[src/rtl/mcu_pkg.sv]
// Purpose: shared constants for the MIDI command/UART host interface
// Assumes: 250 MHz system clock, 32-bit Avalon-MM register bus
// Notes:   byte address of a config register is four times its index
package mcu_pkg;
  // clock and line timing
  localparam int unsigned MCU_CLK_MHZ       = 250;
  localparam int unsigned MCU_BIT_PERIOD_US = 32;
  localparam int unsigned MCU_BIT_CYC       = MCU_BIT_PERIOD_US * MCU_CLK_MHZ;
  localparam int unsigned MCU_FRAME_BITS    = 10;
  localparam int unsigned MCU_DATA_BITS     = 8;
  localparam int unsigned MCU_FIFO_DEPTH    = 16;

  // command codes and the acknowledge byte
  localparam logic [7:0] MCU_CMD_RESET = 8'hFF;
  localparam logic [7:0] MCU_CMD_THRU  = 8'h3F;
  localparam logic [7:0] MCU_ACK_BYTE  = 8'hFE;

  // status port layout
  localparam int unsigned MCU_ST_EMPTY_BIT = 7;
  localparam int unsigned MCU_ST_BUSY_BIT  = 6;
  localparam logic [7:0]  MCU_STATUS_RST   = 8'h80;

  // address map: bit 18 set selects the host I/O window
  localparam int unsigned MCU_ADDR_W       = 19;
  localparam int unsigned MCU_IO_SPACE_BIT = 18;
  localparam int unsigned MCU_IO_MSB       = 17;
  localparam int unsigned MCU_IO_LSB       = 2;
  localparam int unsigned MCU_IDX_MSB      = 9;
  localparam logic [7:0]  MCU_IDX_ACTIVATE = 8'h30;
  localparam logic [7:0]  MCU_IDX_BASE_HI  = 8'h60;
  localparam logic [7:0]  MCU_IDX_BASE_LO  = 8'h61;
  localparam int unsigned MCU_ACT_BIT      = 0;
  localparam logic [15:0] MCU_IO_BASE_RST  = 16'h0330;

  typedef enum logic {
    MCU_MODE_RESET = 1'b0,
    MCU_MODE_THRU  = 1'b1
  } mcu_mode_e;

  typedef enum logic [1:0] {
    MCU_RS_NONE = 2'b00,
    MCU_RS_ACK  = 2'b01,
    MCU_RS_FIFO = 2'b11,
    MCU_RS_REG  = 2'b10
  } mcu_rsrc_e;

  typedef enum logic [1:0] {
    MCU_RX_IDLE  = 2'b00,
    MCU_RX_START = 2'b01,
    MCU_RX_DATA  = 2'b11,
    MCU_RX_STOP  = 2'b10
  } mcu_rx_e;
endpackage

[src/rtl/mcu_midi_uart.sv]
// Purpose: MIDI host interface: command controller, pass-through UART, config
// Assumes: one clock; Avalon-MM master holds requests until waitrequest is low
// Notes:   every access takes one wait cycle; FIFO depth must be a power of two
//
// The Avalon-MM slave port is this design's own decision.
`timescale 1ns/100ps

module mcu_midi_uart
  import mcu_pkg::*;
#(
  parameter int unsigned BIT_CYC    = MCU_BIT_CYC,
  parameter int unsigned FIFO_DEPTH = MCU_FIFO_DEPTH
) (
  input  wire logic                  sys_clk_i,
  input  wire logic                  rst_i,
  input  wire logic [MCU_ADDR_W-1:0] avs_address_i,
  input  wire logic                  avs_read_i,
  input  wire logic                  avs_write_i,
  input  wire logic [31:0]           avs_writedata_i,
  output logic      [31:0]           avs_readdata_o,
  output logic                       avs_waitrequest_o,
  input  wire logic                  midi_serial_input_i,
  output logic                       midi_serial_output_o,
  output logic                       irq_o,
  output logic                       powered_o
);
  localparam int unsigned PW = $clog2(FIFO_DEPTH);
  localparam int unsigned CW = $clog2(BIT_CYC);
  localparam logic [CW-1:0] BIT_LAST  = CW'(BIT_CYC - 1);
  localparam logic [CW-1:0] HALF_LAST = CW'(BIT_CYC / 2 - 1);
  localparam logic [3:0] FRAME_N = 4'(MCU_FRAME_BITS);
  localparam logic [2:0] DATA_LAST = 3'(MCU_DATA_BITS - 1);

  logic            ack_reg;
  mcu_mode_e       mode_reg;
  mcu_rsrc_e       rsrc_reg;
  logic            ack_pend_reg;
  logic            act_reg;
  logic [7:0]      base_hi_reg;
  logic [7:0]      base_lo_reg;
  logic [7:0]      rdata_reg;
  logic            irq_reg;
  logic [1:0]      f_push;
  logic [1:0]      f_pop;
  logic [1:0]      f_clr;
  logic [1:0]      f_full;
  logic [1:0]      f_empty;
  logic [7:0]      f_wd [2];
  logic [7:0]      f_rd [2];
  logic [9:0]      tx_sh_reg;
  logic [3:0]      tx_bits_reg;
  logic [CW-1:0]   tx_cnt_reg;
  logic            rx_s1_reg;
  logic            rx_s2_reg;
  logic            rx_s3_reg;
  mcu_rx_e         rx_st_reg;
  logic [CW-1:0]   rx_cnt_reg;
  logic [2:0]      rx_bit_reg;
  logic [7:0]      rx_sh_reg;
  logic            rx_done_reg;
  logic [7:0]      status;
  logic [7:0]      cfg_rd;

  // bus handshake: first cycle waits, second completes the access
  wire req     = avs_read_i | avs_write_i;
  wire rd_done = avs_read_i & ack_reg;
  wire wr_done = avs_write_i & ack_reg;
  assign avs_waitrequest_o = req & ~ack_reg;

  always_ff @(posedge sys_clk_i) begin
    if (rst_i)
      ack_reg <= 1'b0;
    else
      ack_reg <= req & ~ack_reg;
  end

  // address decode; the I/O window only answers while activated
  wire [15:0] io_adr = avs_address_i[MCU_IO_MSB:MCU_IO_LSB];
  wire [7:0]  cfg_idx = avs_address_i[MCU_IDX_MSB:MCU_IO_LSB];
  wire io_cyc  = avs_address_i[MCU_IO_SPACE_BIT];
  wire io_hit  = io_cyc & act_reg & (io_adr[15:1] == {base_hi_reg, base_lo_reg[7:1]});
  wire data_sel = io_hit & ~io_adr[0];
  wire cmd_sel  = io_hit & io_adr[0];
  wire cfg_sel  = ~io_cyc;
  wire [7:0] wbyte = avs_writedata_i[7:0];
  wire thru = (mode_reg == MCU_MODE_THRU);

  // command interpreter; unknown codes fall through untouched
  wire cmd_wr   = wr_done & cmd_sel;
  wire cmd_rst  = cmd_wr & (wbyte == MCU_CMD_RESET);
  wire cmd_thru = cmd_wr & (wbyte == MCU_CMD_THRU) & ~thru;

  // mode: power-on and the reset command both land in reset state
  always_ff @(posedge sys_clk_i) begin
    if (rst_i)
      mode_reg <= MCU_MODE_RESET;
    else if (cmd_rst)
      mode_reg <= MCU_MODE_RESET;
    else if (cmd_thru)
      mode_reg <= MCU_MODE_THRU;
  end

  // pending acknowledge byte, always served ahead of FIFO data
  always_ff @(posedge sys_clk_i) begin
    if (rst_i)
      ack_pend_reg <= 1'b0;
    else if (cmd_rst)
      ack_pend_reg <= ~thru;
    else if (cmd_thru)
      ack_pend_reg <= 1'b1;
    else if (rd_done && rsrc_reg == MCU_RS_ACK)
      ack_pend_reg <= 1'b0;
  end

  // configuration registers: activate and I/O base
  always_ff @(posedge sys_clk_i) begin
    if (rst_i) begin
      act_reg     <= 1'b0;
      base_hi_reg <= MCU_IO_BASE_RST[15:8];
      base_lo_reg <= MCU_IO_BASE_RST[7:0];
    end else if (wr_done && cfg_sel) begin
      if (cfg_idx == MCU_IDX_ACTIVATE)
        act_reg <= wbyte[MCU_ACT_BIT];
      if (cfg_idx == MCU_IDX_BASE_HI)
        base_hi_reg <= wbyte;
      if (cfg_idx == MCU_IDX_BASE_LO)
        base_lo_reg <= wbyte;
    end
  end
  assign powered_o = act_reg;

  // status port; busy means the transmit FIFO cannot take a byte
  wire rx_empty = ~ack_pend_reg & f_empty[1];
  always_comb begin
    status = '0;
    status[MCU_ST_EMPTY_BIT] = rx_empty;
    status[MCU_ST_BUSY_BIT]  = f_full[0];
  end
  always_comb begin
    case (cfg_idx)
      MCU_IDX_ACTIVATE: cfg_rd = 8'(act_reg);
      MCU_IDX_BASE_HI:  cfg_rd = base_hi_reg;
      MCU_IDX_BASE_LO:  cfg_rd = base_lo_reg;
      default:          cfg_rd = '0;
    endcase
  end

  // read data is chosen in the wait cycle so a byte landing in the
  // FIFO during the access cannot change which entry gets popped
  always_ff @(posedge sys_clk_i) begin
    if (rst_i) begin
      rdata_reg <= '0;
      rsrc_reg  <= MCU_RS_NONE;
    end else if (avs_read_i && !ack_reg) begin
      rsrc_reg  <= MCU_RS_REG;
      rdata_reg <= '0;
      if (data_sel && ack_pend_reg) begin
        rsrc_reg  <= MCU_RS_ACK;
        rdata_reg <= MCU_ACK_BYTE;
      end else if (data_sel && !f_empty[1]) begin
        rsrc_reg  <= MCU_RS_FIFO;
        rdata_reg <= f_rd[1];
      end else if (cmd_sel)
        rdata_reg <= status;
      else if (cfg_sel)
        rdata_reg <= cfg_rd;
    end
  end
  assign avs_readdata_o = 32'(rdata_reg);

  // interrupt follows data-available, gated by activate
  always_ff @(posedge sys_clk_i) begin
    if (rst_i)
      irq_reg <= 1'b0;
    else
      irq_reg <= act_reg & ~rx_empty;
  end
  assign irq_o = irq_reg;
  // FIFO hookup: channel 0 transmit, channel 1 receive
  wire uart_on = act_reg & thru;
  wire tx_load = uart_on & (tx_bits_reg == '0) & ~f_empty[0];
  assign f_clr[0]  = cmd_thru;
  assign f_clr[1]  = cmd_rst | cmd_thru;
  assign f_push[0] = wr_done & data_sel & thru;
  assign f_push[1] = rx_done_reg & thru;
  assign f_wd[0]   = wbyte;
  assign f_wd[1]   = rx_sh_reg;
  assign f_pop[0]  = tx_load;
  assign f_pop[1]  = rd_done & (rsrc_reg == MCU_RS_FIFO);

  // two identical FIFOs; a push into a full one is dropped
  for (genvar g = 0; g < 2; g++) begin : g_fifo
    logic [7:0]    mem [FIFO_DEPTH];
    logic [PW-1:0] wp_reg;
    logic [PW-1:0] rp_reg;
    logic [PW:0]   cnt_reg;
    wire do_push = f_push[g] & ~f_full[g];
    wire do_pop  = f_pop[g] & ~f_empty[g];
    assign f_full[g]  = (cnt_reg == (PW+1)'(FIFO_DEPTH));
    assign f_empty[g] = (cnt_reg == '0);
    assign f_rd[g]    = mem[rp_reg];
    always_ff @(posedge sys_clk_i) begin
      if (do_push)
        mem[wp_reg] <= f_wd[g];
    end
    // clearing wins over a push or pop in the same cycle
    always_ff @(posedge sys_clk_i) begin
      if (rst_i || f_clr[g]) begin
        wp_reg  <= '0;
        rp_reg  <= '0;
        cnt_reg <= '0;
      end else begin
        if (do_push)
          wp_reg <= wp_reg + 1'b1;
        if (do_pop)
          rp_reg <= rp_reg + 1'b1;
        if (do_push && !do_pop)
          cnt_reg <= cnt_reg + 1'b1;
        else if (do_pop && !do_push)
          cnt_reg <= cnt_reg - 1'b1;
      end
    end
  end

  // transmitter: stop, data, start loaded; shifted out LSB first
  always_ff @(posedge sys_clk_i) begin
    if (rst_i) begin
      tx_sh_reg   <= '1;
      tx_bits_reg <= '0;
      tx_cnt_reg  <= '0;
    end else if (tx_load) begin
      tx_sh_reg   <= {1'b1, f_rd[0], 1'b0};
      tx_bits_reg <= FRAME_N;
      tx_cnt_reg  <= BIT_LAST;
    end else if (tx_bits_reg != '0) begin
      if (tx_cnt_reg == '0) begin
        tx_sh_reg   <= {1'b1, tx_sh_reg[9:1]};
        tx_bits_reg <= tx_bits_reg - 1'b1;
        tx_cnt_reg  <= BIT_LAST;
      end else
        tx_cnt_reg <= tx_cnt_reg - 1'b1;
    end
  end
  assign midi_serial_output_o = tx_sh_reg[0];
  // input synchroniser; third stage only feeds the edge detector
  always_ff @(posedge sys_clk_i) begin
    if (rst_i) begin
      rx_s1_reg <= 1'b1;
      rx_s2_reg <= 1'b1;
      rx_s3_reg <= 1'b1;
    end else begin
      rx_s1_reg <= midi_serial_input_i;
      rx_s2_reg <= rx_s1_reg;
      rx_s3_reg <= rx_s2_reg;
    end
  end
  // receiver: mid-bit sampling; a low stop bit drops the frame
  always_ff @(posedge sys_clk_i) begin
    if (rst_i) begin
      rx_st_reg   <= MCU_RX_IDLE;
      rx_cnt_reg  <= '0;
      rx_bit_reg  <= '0;
      rx_sh_reg   <= '0;
      rx_done_reg <= 1'b0;
    end else begin
      rx_done_reg <= 1'b0;
      if (rx_cnt_reg != '0)
        rx_cnt_reg <= rx_cnt_reg - 1'b1;
      case (rx_st_reg)
        MCU_RX_IDLE: if (uart_on && rx_s3_reg && !rx_s2_reg) begin
          rx_st_reg  <= MCU_RX_START;
          rx_cnt_reg <= HALF_LAST;
        end
        MCU_RX_START: if (rx_cnt_reg == '0) begin
          rx_st_reg  <= rx_s2_reg ? MCU_RX_IDLE : MCU_RX_DATA;
          rx_cnt_reg <= BIT_LAST;
          rx_bit_reg <= '0;
        end
        MCU_RX_DATA: if (rx_cnt_reg == '0) begin
          rx_sh_reg  <= {rx_s2_reg, rx_sh_reg[7:1]};
          rx_bit_reg <= rx_bit_reg + 1'b1;
          rx_cnt_reg <= BIT_LAST;
          if (rx_bit_reg == DATA_LAST)
            rx_st_reg <= MCU_RX_STOP;
        end
        MCU_RX_STOP: if (rx_cnt_reg == '0) begin
          rx_done_reg <= rx_s2_reg;
          rx_st_reg   <= MCU_RX_IDLE;
        end
        default: rx_st_reg <= MCU_RX_IDLE;
      endcase
    end
  end
endmodule

[config.mk]
export PLATFORM = sky130hd
export DESIGN_NAME = mcu_midi_uart
export DESIGN_NICKNAME = d
export VERILOG_FILES = /design/src/rtl/mcu_pkg.sv /design/src/rtl/mcu_midi_uart.sv
export SDC_FILE = /design/constraint.sdc
export NUM_CORES = 1
export LEC_CHECK = 0
export BUFFER_PORTS_ARGS = -buffer_cell sky130_fd_sc_hd__buf_2
export CORE_ASPECT_RATIO = 1.4
export CORE_MARGIN = 2
export CORE_UTILIZATION = 30
export CTS_BUF_LIST = sky130_fd_sc_hd__clkbuf_16
export DETAILED_ROUTE_END_ITERATION = 7
export PLACE_DENSITY = 0.55
export REMOVE_ABC_BUFFERS = 1
export SYNTH_ARGS = -nofsm -noshare
export SYNTH_HDL_FRONTEND = slang
export SYNTH_SLANG_ARGS = --single-unit
[constraint.sdc]
create_clock -name sys_clk_i -period 3.9 [get_ports sys_clk_i]
set_input_delay 0.585 -clock sys_clk_i [delete_from_list [all_inputs] [get_ports sys_clk_i]]
set_output_delay 0.585 -clock sys_clk_i [all_outputs]
set_load 0.1 [all_outputs]
==> results of run 1 <==
[metrics by stage]
step / total power (W) / cell area, um2 / worst slack, ns / cells / utilization
3_3_place_gp: 0.00592 / 16600 / 0.477 / 1772 / 0.320
4_1_cts: 0.00964 / 17900 / 0.762 / 1844 / 0.344
3_5_place_dp: 0.00595 / 16600 / 0.453 / 1772 / 0.320
5_1_grt: 0.0100 / 17900 / 0.480 / 1844 / 0.344
2_1_floorplan: 0.00559 / 15400 / 0.0788 / 1052 / -
6_report: 0.00955 / 17900 / 0.816 / 1844 / 0.344
[cell families after synthesis]
| family | count (synthesis) | synth area share |
|---|---|---|
| multiplexers | 109 | 0.126 |
| adder cells (fa/ha/maj) | 27 | 0.0224 |
| other | 1 | 0.000238 |
| XOR/XNOR | 47 | 0.0261 |
| AO/OA/AOI/OAI | 141 | 0.0553 |
| flip-flops | 377 | 0.641 |
| buffers and inverters | 99 | 0.0316 |
| AND/OR/NAND/NOR | 307 | 0.0975 |
[power by group through the flow]
stage / sequential [W] / clock [W] / combinational (W)
3_3_place_gp: 0.00454 / 0 / 0.00138
4_1_cts: 0.00446 / 0.00377 / 0.00142
6_report: 0.00446 / 0.00368 / 0.00141
3_5_place_dp: 0.00454 / 0 / 0.00141
5_1_grt: 0.00447 / 0.00392 / 0.00161
2_1_floorplan: 0.00456 / 0 / 0.00103
[worst max-delay path, stage by stage (launching register included)]
cell and delay (ns):
dfxtp_1 0.36, nor4_1 0.38, nor2b_1 0.45, nor2_1 0.20, inv_1 0.12, ha_1 0.18
inv_1 0.11, fa_1 0.42, a21o_1 0.18, a21oi_1 0.17, xnor2_1 0.13, nor2_1 0.06
xnor2_1 0.13, nor2_1 0.05
[synth_stat cells (all sizes together) (3+ instances only)]
library cell,instances,share of area
inv,20,0.0048
nor4,16,0.0077
nand2b,5,0.0020
nand4,13,0.0055
nor2,106,0.025
or4,3,0.0019
nand2,59,0.014
dfxtp,121,0.15
and2,3,0.0012
buf,48,0.020
nor3b,5,0.0027
or3,4,0.0016
nand3,20,0.0063
clkbuf,31,0.0074
o21ai,20,0.0068
a211oi,14,0.0067
xnor2,12,0.0067
a31oi,13,0.0055
a311oi,4,0.0022
ha,25,0.020
mux2i,35,0.022
nand4b,3,0.0017
mux4,72,0.10
or2,3,0.0012
and3,16,0.0063
edfxtp,256,0.49
a21oi,65,0.021
nor3,29,0.0098
a21o,6,0.0029
a211o,6,0.0033
xor2,35,0.019
nor2b,14,0.0055
[final timing paths]
kind,end,from,slack [ns],cells after the start
worst max register to register,g_fifo[1].cnt_reg[4]$_SDFFE_PP0P_,g_fifo[1].cnt_reg[0]$_SDFFE_PP0P_,0.82,13
worst min register to register,rx_s2_reg$_SDFF_PP1_,rx_s1_reg$_SDFF_PP1_,0.41,1
worst min-delay path,rx_s1_reg$_SDFF_PP1_,midi_serial_input_i,0.24,2
worst max-delay path,g_fifo[1].cnt_reg[4]$_SDFFE_PP0P_,g_fifo[1].cnt_reg[0]$_SDFFE_PP0P_,0.82,13
[final cells by class]
| cell class | count | area share |
|---|---|---|
| sequential | 377 | 0.565 |
| tap | 656 | 0.0458 |
| multi-input combinational | 655 | 0.294 |
| timing repair buffer | 64 | 0.0211 |
| inverter | 20 | 0.00419 |
| clock inverter | 33 | 0.0161 |
| clock buffer | 39 | 0.0545 |
[layer usage]
metal	wire, um	GRT usage
met1	14000	0.150
met2	18400	0.240
met5	8	0
met4	821	0.0402
met3	1340	0.0215
==> flow_summary.json, run 1 <==
{
  "drc_errors": 0,
  "routed_wl_um": 34500,
  "crit_type": "flip-flop to flip-flop",
  "holdWs_ns": 0.236,
  "cts_num_sinks": 377,
  "rsz0062_at_grt": "no",
  "finalNetCount": 1240,
  "start_util": 0.303,
  "diodes": 0,
  "run_status": "completed",
  "grt_usage": 0.129,
  "antenna_found_initial": 2,
  "p_leak_nw": 6.15,
  "fillers": 5040,
  "num_rows": 99,
  "end_kind": "flip-flop",
  "synth.distinct_cells": 66,
  "multi_input_area_um2": 5260,
  "final_common_cell": "edfxtp_1",
  "die_x_um": 198,
  "dr_total_vias": 8934,
  "setup_violations": 0,
  "dieArea_um2": 54500,
  "antenna_left": 0,
  "maxCapViolations": 0,
  "max_freq_mhz": 324,
  "cts-root-buf": "clkbuf_16",
  "synth_async_sr_flop_share": 0,
  "synthCells": 1108,
  "synth_warnings": 0,
  "avgSynthCellArea_um2": 14.2,
  "switching_power_w": 0.00261,
  "maxSlewViolCount": 0,
  "synth_ff_type": "edfxtp_1",
  "seqPwrFrac": 0.467,
  "first_global_vias": 9257,
  "postCtsSetupBuffers": 0,
  "wire_per_inst_um": 18.7,
  "setup_tns_ns": 0,
  "critPathRequiredTime_ns": 4.30,
  "post-dp-hpwl_um": 24000,
  "drive_gt1_frac": 0.180,
  "grt_pass1_wl_um": 53600,
  "via_per_inst": 4.84,
  "routabilityCongestion": 0.830,
  "first_iter_violations": 700,
  "cts-buffers-inserted": 39,
  "ios": 92,
  "cp.arrival_ns": 3.48,
  "max-slew-margin-rel": 0.402,
  "cts_resized": 0,
  "fin_skew_ns": 0.0320,
  "path_clk_slew_ns": 0.06,
  "syn_area_um2": 15800,
  "yosysSeqAreaShare": 0.641,
  "layout_common_cells": "edfxtp_1 (256), dfxtp_1 (119), nor2_1 (105), mux4_2 (72), a21oi_1 (65)",
  "die_h_um": 275,
  "regArea_um2": 10100,
  "clk_path_buf_depth": 3,
  "core_um2": 52000,
  "p_per_area_nw_per_um2": 533,
  "power_frac_comb": 0.148,
  "ys_ff_latch": 377,
  "path_max_fanout": 5,
  "peakVddDrop_mv": 0.301,
  "largest_reg_flops": 256,
  "synth-edff-count": 256,
  "syn2layout_area_growth_pct": 13.5,
  "clk_latency_ns": 0.55,
  "grt_max_degree": 43,
  "drt_pass1_iterations": 5,
  "finalHoldViolations": 0,
  "overflow": 0,
  "period_share": 0.791,
  "tritoncts": "done",
  "swShare": 0.273,
  "hp-class": "input pin to flip-flop",
  "period_needed_ns": 3.08,
  "port_buffers": 41,
  "p_clk_frac": 0.385,
  "tightestPinTransition_ns": 0.894,
  "setup.worst_path.start_class": "flip-flop",
  "holdBufCountCts": 0,
  "htreeDepth": 2,
  "p_int_w": 0.00694
}
(Power assumes the default switching activity.)
==> run 2: changes to the inputs <==
--- a/config.mk
+++ b/config.mk
@@ -5,13 +5,14 @@
 export SDC_FILE = /design/constraint.sdc
 export NUM_CORES = 1
 export LEC_CHECK = 0
+export ABC_AREA = 1
 export BUFFER_PORTS_ARGS = -buffer_cell sky130_fd_sc_hd__buf_2
 export CORE_ASPECT_RATIO = 1.4
 export CORE_MARGIN = 2
 export CORE_UTILIZATION = 30
 export CTS_BUF_LIST = sky130_fd_sc_hd__clkbuf_16
 export DETAILED_ROUTE_END_ITERATION = 7
-export PLACE_DENSITY = 0.55
+export PLACE_DENSITY = 0.57
 export REMOVE_ABC_BUFFERS = 1
 export SYNTH_ARGS = -nofsm -noshare
 export SYNTH_HDL_FRONTEND = slang
==> constraint.sdc (replaced) <==
create_clock -name sys_clk_i -period 2.6 [get_ports sys_clk_i]
set_input_delay 0.39 -clock sys_clk_i [delete_from_list [all_inputs] [get_ports sys_clk_i]]
set_output_delay 0.39 -clock sys_clk_i [all_outputs]
set_load 0.1 [all_outputs]
==> run 2 against run 1 <==
Net effect: wire length rose by 20%; clock power increased by 45%; critical endpoint is now g_fifo[0].cnt_reg[3]$_SDFFE_PP0P_; worst setup slack worse by 0.67 ns; largest power group unchanged.
==> flow_summary.json, run 2 <==
{
  "run_status": "completed",
  "cts-root-buf": "clkbuf_16",
  "cts-buffers-inserted": 39,
  "peakVddDrop_mv": 0.435,
  "ys_top_cells_by_count": "nor2_1 (328), edfxtp_1 (256), nand2_1 (226)",
  "routabilityCongestion": 0.864,
  "max-slew-margin-rel": 0.466,
  "port_buffers": 41,
  "via_per_inst": 4.69,
  "ios": 92,
  "cp_cell_sequence": "inv_1 > nand2_1 > nand2_2 > nor2_2 > nand3b_1 > nor2_2 > nand2_2 > nor3_4 > ha_2 > inv_2 > buf_4 > buf_4 > ha_4 > nand3_1 > nand3_1 > xor2_1 > nand2_1 > a21oi_1",
  "drc_errors": 0,
  "antenna_found_initial": 0,
  "cp.arrival_ns": 2.94,
  "slowest_stage": "dfxtp_2",
  "tritoncts": "done",
  "clk_path_buf_depth": 3,
  "synth.distinct_cells": 39,
  "hp-class": "input pin to flip-flop",
  "first_iter_violations": 660,
  "placed_cell_area_um2": 18000,
  "synth_top_cell_area_share": 0.468,
  "end_kind": "flip-flop",
  "reg2reg_slack_ns": 0.15,
  "synth_ff_type": "edfxtp_1",
  "stdcell_area_um2": 19400,
  "dieArea_um2": 56700,
  "htreeDepth": 2,
  "diodes": 0,
  "die_h_um": 281,
  "overflow": 0,
  "slowest_delay_ns": 0.32,
  "start_util": 0.303,
  "synth_warnings": 0,
  "p_per_area_nw_per_um2": 735,
  "p_leak_nw": 7.65,
  "rr_endpoint": "g_fifo[0].cnt_reg[3]$_SDFFE_PP0P_",
  "hold_depth": 2,
  "syn_area_um2": 16400,
  "layout_common_cells": "nor2_1 (319), edfxtp_1 (256), nand2_1 (211), o21ai_0 (186), inv_1 (148)",
  "syn2layout_area_growth_pct": 18.1,
  "ys_ff_latch": 377,
  "finalNetCount": 1914,
  "wire_per_inst_um": 16.1,
  "post-dp-hpwl_um": 28000,
  "finalHoldViolations": 0,
  "maxSlewViolCount": 0,
  "yosysSeqAreaShare": 0.615,
  "critPathRequiredTime_ns": 3.09,
  "clk_latency_ns": 0.58,
  "rsz0062_at_grt": "no",
  "core_um2": 54200,
  "antenna_left": 0,
  "ys_top_cells_by_area": "edfxtp_1 (47%), dfxtp_1 (15%), nor2_1 (7.5%)",
  "cts_num_sinks": 377,
  "max_freq_mhz": 408,
  "synth-edff-count": 256,
  "grt_max_degree": 65,
  "period_share": 0.943,
  "yosysMostFrequentCell": "nor2_1",
  "multi_input_area_um2": 5500,
  "synth_async_sr_flop_share": 0,
  "fillers": 5348,
  "crit_type": "flip-flop to flip-flop",
  "grt_usage": 0.144,
  "fin_skew_ns": 0.0383,
  "setup_violations": 0,
  "dr_total_vias": 12100,
  "tightestPinTransition_ns": 0.801,
  "drt_pass1_iterations": 5,
  "routed_wl_um": 41400,
  "largest_reg_flops": 256,
  "path_max_fanout": 3,
  "avgSynthCellArea_um2": 9.66,
  "fin_util": 0.358,
  "whs_endpoint": "rx_s1_reg$_SDFF_PP1_",
  "first_global_vias": 11800,
  "yosys.area.top_type": "edfxtp_1",
  "period_needed_ns": 2.45,
  "synthCells": 1700,
  "drive_gt1_frac": 0.148,
  "die_x_um": 202,
  "r2r_start": "base_hi_reg[1]$_SDFFE_PP1P_",
  "maxCapViolations": 0,
  "setup.worst_path.start_class": "flip-flop",
  "num_rows": 101,
  "holdBufCountCts": 0,
  "min_from": "midi_serial_input_i",
  "final_common_cell": "nor2_1",
  "r2r_cells": 18,
  "path_clk_slew_ns": 0.06,
  "grt_pass1_wl_um": 64500,
  "regArea_um2": 10100
}
==> run 2: cell types whose count changed after synthesis, moves of 16 or more <==
cell,delta
nand3_1,+55
mux2i_1,-32
and3_1,-16
xor2_1,-18
o211ai_1,+61
o21ai_0,+168
inv_1,+119
nor2_1,+223
nand2_1,+167
a21oi_1,+17
clkbuf_1,+21
mux4_2,-72
==> run 2: final cells by class <==
cell class,instances,share of cell area
inverter,146,0.0282
timing repair buffer,159,0.0578
clock buffer,39,0.0503
clock inverter,30,0.0119
sequential,377,0.522
multi-input combinational,1108,0.283
tap,721,0.0465
==> run 2: per-stage QoR <==
step / power [W] / cells / hold slack, ns / TNS [ns] / setup WS (ns)
after CTS: 0.0144 / 2578 / 0.0457 / -0.0103 / -0.0103
after global placement: 0.00898 / 2502 / 0.404 / -0.267 / -0.251
final: 0.0143 / 2580 / 0.0688 / 0 / 0.149
after detailed placement: 0.00905 / 2502 / 0.394 / -0.321 / -0.256
after floorplan: 0.00845 / 1631 / 0.389 / -16.09 / -0.871
after global routing: 0.0149 / 2580 / 0.0510 / 0 / 0.00900
==> run 2: power by group <==
part | internal [W] | switching [W] | total (W)
clock network | 0.00296 | 0.00238 | 0.00534
logic | 0.000700 | 0.00146 | 0.00216
registers | 0.00660 | 0.000164 | 0.00676
total | 0.0103 | 0.00401 | 0.0143
==> run 2: logic make-up (layout without fill, tap and decap cells) <==
group / Yosys count / count (layout) / synth area share
xor+xnor: 25 / 25 / 0.0133
compound gates: 351 / 351 / 0.118
fa+ha+maj: 27 / 27 / 0.0215
other cells: 1 / 24 / 0.000228
simple gates: 678 / 678 / 0.168
flops: 377 / 377 / 0.615
buf+inv: 238 / 374 / 0.0616
mux: 3 / 3 / 0.00183
==> run 2: what timing repair did <==
item                                    CTS  global route
endpoints found under the setup margin    1           132
cloned                                    0             0
gates resized for setup                  16            36
pin swaps                                10            23
setup buffers                             7             2
==> run 2: critical path: cells and delay by family (launching register included) <==
family / cells / cell delay (ns)
and+or+nand+nor: 10 / 0.94
adders and majority gates: 2 / 0.46
buffers and inverters: 4 / 0.37
DFF: 1 / 0.32
xor gates and xnor gates: 1 / 0.14
AOI/OAI and AO/OA: 1 / 0.13
==> run 2: layer usage <==
metal	GRT usage	part of all wire	vias up
met3	0.0234	0.044	75
met5	0	0	-
met4	0.0596	0.036	0
met1	0.170	0.41	5747
met2	0.261	0.51	279
li1	-	-	5995
==> run 2: how the worst max path moves through the flow <==
stage	start	endpoint	slack, ns	cells after the start
floorplan	flip-flop	rdata_reg[1]$_SDFFE_PP0P_	-0.87	11
global placement	avs_address_i[11]	g_fifo[0].cnt_reg[4]$_SDFFE_PP0P_	-0.25	19
detailed placement	avs_address_i[11]	g_fifo[0].cnt_reg[4]$_SDFFE_PP0P_	-0.26	19
CTS	base_hi_reg[3]$_SDFFE_PP0P_	g_fifo[0].cnt_reg[4]$_SDFFE_PP0P_	-0.01	18
global route	base_hi_reg[2]$_SDFFE_PP0P_	g_fifo[0].cnt_reg[4]$_SDFFE_PP0P_	0.009	18
finish	base_hi_reg[1]$_SDFFE_PP1P_	g_fifo[0].cnt_reg[3]$_SDFFE_PP0P_	0.15	18
==> run 3: changes to the inputs <==
--- a/config.mk
+++ b/config.mk
@@ -5,7 +5,6 @@
 export SDC_FILE = /design/constraint.sdc
 export NUM_CORES = 1
 export LEC_CHECK = 0
-export ABC_AREA = 1
 export BUFFER_PORTS_ARGS = -buffer_cell sky130_fd_sc_hd__buf_2
 export CORE_ASPECT_RATIO = 1.4
 export CORE_MARGIN = 2
==> run 3 against run 2 <==
Net effect: the run now ends with negative setup slack left; total power shrank 1.1%; sequential power shrank 1%; critical path depth decreased by 6; cell count down 24%; die area fell by 3.9%; via count is 21% lower; global-route usage is 0.55 points lower; largest cell class unchanged.
==> flow_summary.json, run 3 (synthesized netlist as in run 1, its figures left out) <==
{
  "slowest_stage": "fa_2",
  "post-dp-hpwl_um": 26300,
  "port_buffers": 41,
  "fin_skew_ns": 0.0211,
  "finalHoldViolations": 0,
  "routed_wl_um": 37000,
  "met2_usage": 0.263,
  "hp-class": "input pin to flip-flop",
  "core_um2": 52000,
  "grt_use_met1": 0.157,
  "p_total_w": 0.0141,
  "tightestPinTransition_ns": 0.717,
  "diodes": 0,
  "peakVddDrop_mv": 0.521,
  "p_leak_nw": 6.78,
  "grt_usage": 0.139,
  "dieArea_um2": 54500,
  "p_per_area_nw_per_um2": 741,
  "syn2layout_area_growth_pct": 20.6,
  "drc_errors": 0,
  "first_global_vias": 9929,
  "grt_pass1_wl_um": 57600,
  "via_per_inst": 4.87,
  "reg2reg_slack_ns": -0.24,
  "rsz0062_at_grt": "yes",
  "path_clk_slew_ns": 0.06,
  "setup.worst_path.start_class": "flip-flop",
  "end_kind": "flip-flop",
  "critPathRequiredTime_ns": 3.05,
  "max_freq_mhz": 352,
  "start_util": 0.303,
  "hold_depth": 2,
  "worst_slack_ns": -0.242,
  "grt_max_degree": 51,
  "drt_pass1_iterations": 5,
  "clk_latency_ns": 0.54,
  "die_h_um": 275,
  "slowest_delay_ns": 0.36,
  "fin_cells": 1959,
  "antenna_found_initial": 0,
  "cp.arrival_ns": 3.30,
  "fillers": 4900,
  "crit_type": "flip-flop to flip-flop",
  "holdWs_ns": 0.0460,
  "cp_cell_sequence": "xor2_2 > nor4_4 > nand4_1 > nor3_2 > ha_2 > inv_2 > fa_2 > a21o_1 > a21oi_2 > xnor2_1 > or3_1 > a21oi_1",
  "setup_violations": 3,
  "drive_gt1_frac": 0.269,
  "layout_common_cells": "edfxtp_1 (256), buf_4 (124), dfxtp_1 (113), nor2_1 (104), mux4_2 (72)",
  "period_needed_ns": 2.84,
  "final_common_cell": "edfxtp_1",
  "cts-buffers-inserted": 39,
  "r2r_cells": 12,
  "routabilityCongestion": 0.782,
  "die_x_um": 198,
  "dp.cells": 1884,
  "maxSlewViolCount": 0,
  "first_iter_violations": 610,
  "max-slew-margin-rel": 0.521,
  "holdBufCountCts": 0,
  "violations": "negative setup slack",
  "cts_num_sinks": 377,
  "antenna_left": 0,
  "htreeDepth": 2,
  "path_max_fanout": 4,
  "min_from": "midi_serial_input_i",
  "r2r_start": "base_hi_reg[1]$_SDFFE_PP1P_",
  "overflow": 0,
  "busiest_layer": "met2",
  "num_rows": 99,
  "rr_endpoint": "g_fifo[0].cnt_reg[4]$_SDFFE_PP0P_",
  "tritoncts": "done",
  "wire_per_inst_um": 18.9,
  "whs_endpoint": "rx_s1_reg$_SDFF_PP1_",
  "cts-root-buf": "clkbuf_16",
  "period_share": 1.09,
  "run_status": "finished with violations",
  "finalNetCount": 1356,
  "maxCapViolations": 0,
  "grt.met3_usage": 0.0232,
  "dr_total_vias": 9544,
  "clk_path_buf_depth": 3,
  "largest_reg_flops": 256,
  "ios": 92
}
==> run 3: cell types whose count changed in the layout (fill, tap and decap cells not counted), sizes merged, moves of 61 or more <==
cell	delta
o211ai	-61
nand2	-169
inv	-130
o21ai	-173
mux4	+72
nor2	-226
==> run 3: metrics by stage <==
| stage | worst slack [ns] | utilization | instance area (um2) | TNS, ns |
|---|---|---|---|---|
| 6_report | -0.242 | 0.366 | 19000 | -0.528 |
| 5_1_grt | -0.389 | 0.366 | 19000 | -1.01 |
| 4_1_cts | -0.300 | 0.364 | 18900 | -0.630 |
| 3_5_place_dp | -0.749 | 0.340 | 17700 | -9.74 |
| 3_3_place_gp | -0.740 | 0.340 | 17700 | -9.03 |
| 2_1_floorplan | -1.22 | - | 15400 | -52.34 |
==> run 3: how the worst max path moves through the flow <==
stage / from / endpoint / depth (start not counted)
global placement: avs_address_i[12] / g_fifo[0].cnt_reg[4]$_SDFFE_PP0P_ / 13
CTS: base_hi_reg[1]$_SDFFE_PP1P_ / g_fifo[0].cnt_reg[4]$_SDFFE_PP0P_ / 12
detailed placement: avs_address_i[12] / g_fifo[0].cnt_reg[4]$_SDFFE_PP0P_ / 13
finish: base_hi_reg[1]$_SDFFE_PP1P_ / g_fifo[0].cnt_reg[4]$_SDFFE_PP0P_ / 12
floorplan: powered_o$_SDFFE_PP0P_ / g_fifo[0].cnt_reg[4]$_SDFFE_PP0P_ / 12
global route: base_hi_reg[7]$_SDFFE_PP0P_ / g_fifo[0].cnt_reg[4]$_SDFFE_PP0P_ / 12
==> run 3: timing repair <==
item / in CTS / in global routing
gates cloned: 0 / 0
gates resized for setup: 17 / 16
pin swaps: 14 / 6
buffers inserted: 1 / 3
endpoints found under the setup margin: 30 / 13
==> run 3: layout make-up <==
type	count	area (um2)	share of cell area
tap	656	821	0.0431
multi-input combinational	655	5400	0.284
clock buffer	41	1030	0.0539
timing repair buffer	180	1440	0.0755
inverter	20	75.1	0.00394
clock inverter	30	149	0.00782
sequential	377	10100	0.532
==> run 3: worst max-delay path, delay by kind of cell, from the launching register on <==
kind	cells	cell delay [ns]
AO/OA/AOI/OAI	3	0.42
XOR/XNOR	2	0.27
AND/OR/NAND/NOR	4	1.09
buffers and inverters	1	0.06
adder cells (fa/ha/maj)	2	0.60
flip-flops	1	0.33
==> run 3: where the power goes <==
part / total, W / internal [W] / switching, W
sequential: 0.00667 / 0.00652 / 0.000149
combinational: 0.00226 / 0.000830 / 0.00143
clock: 0.00517 / 0.00293 / 0.00223
==> run 3: metal layers <==
layer  part of all wire  up-vias
met5                  0        -
met4              0.026        0
met3              0.043       53
met2               0.54      188
met1               0.39     4819
li1                   -     4484
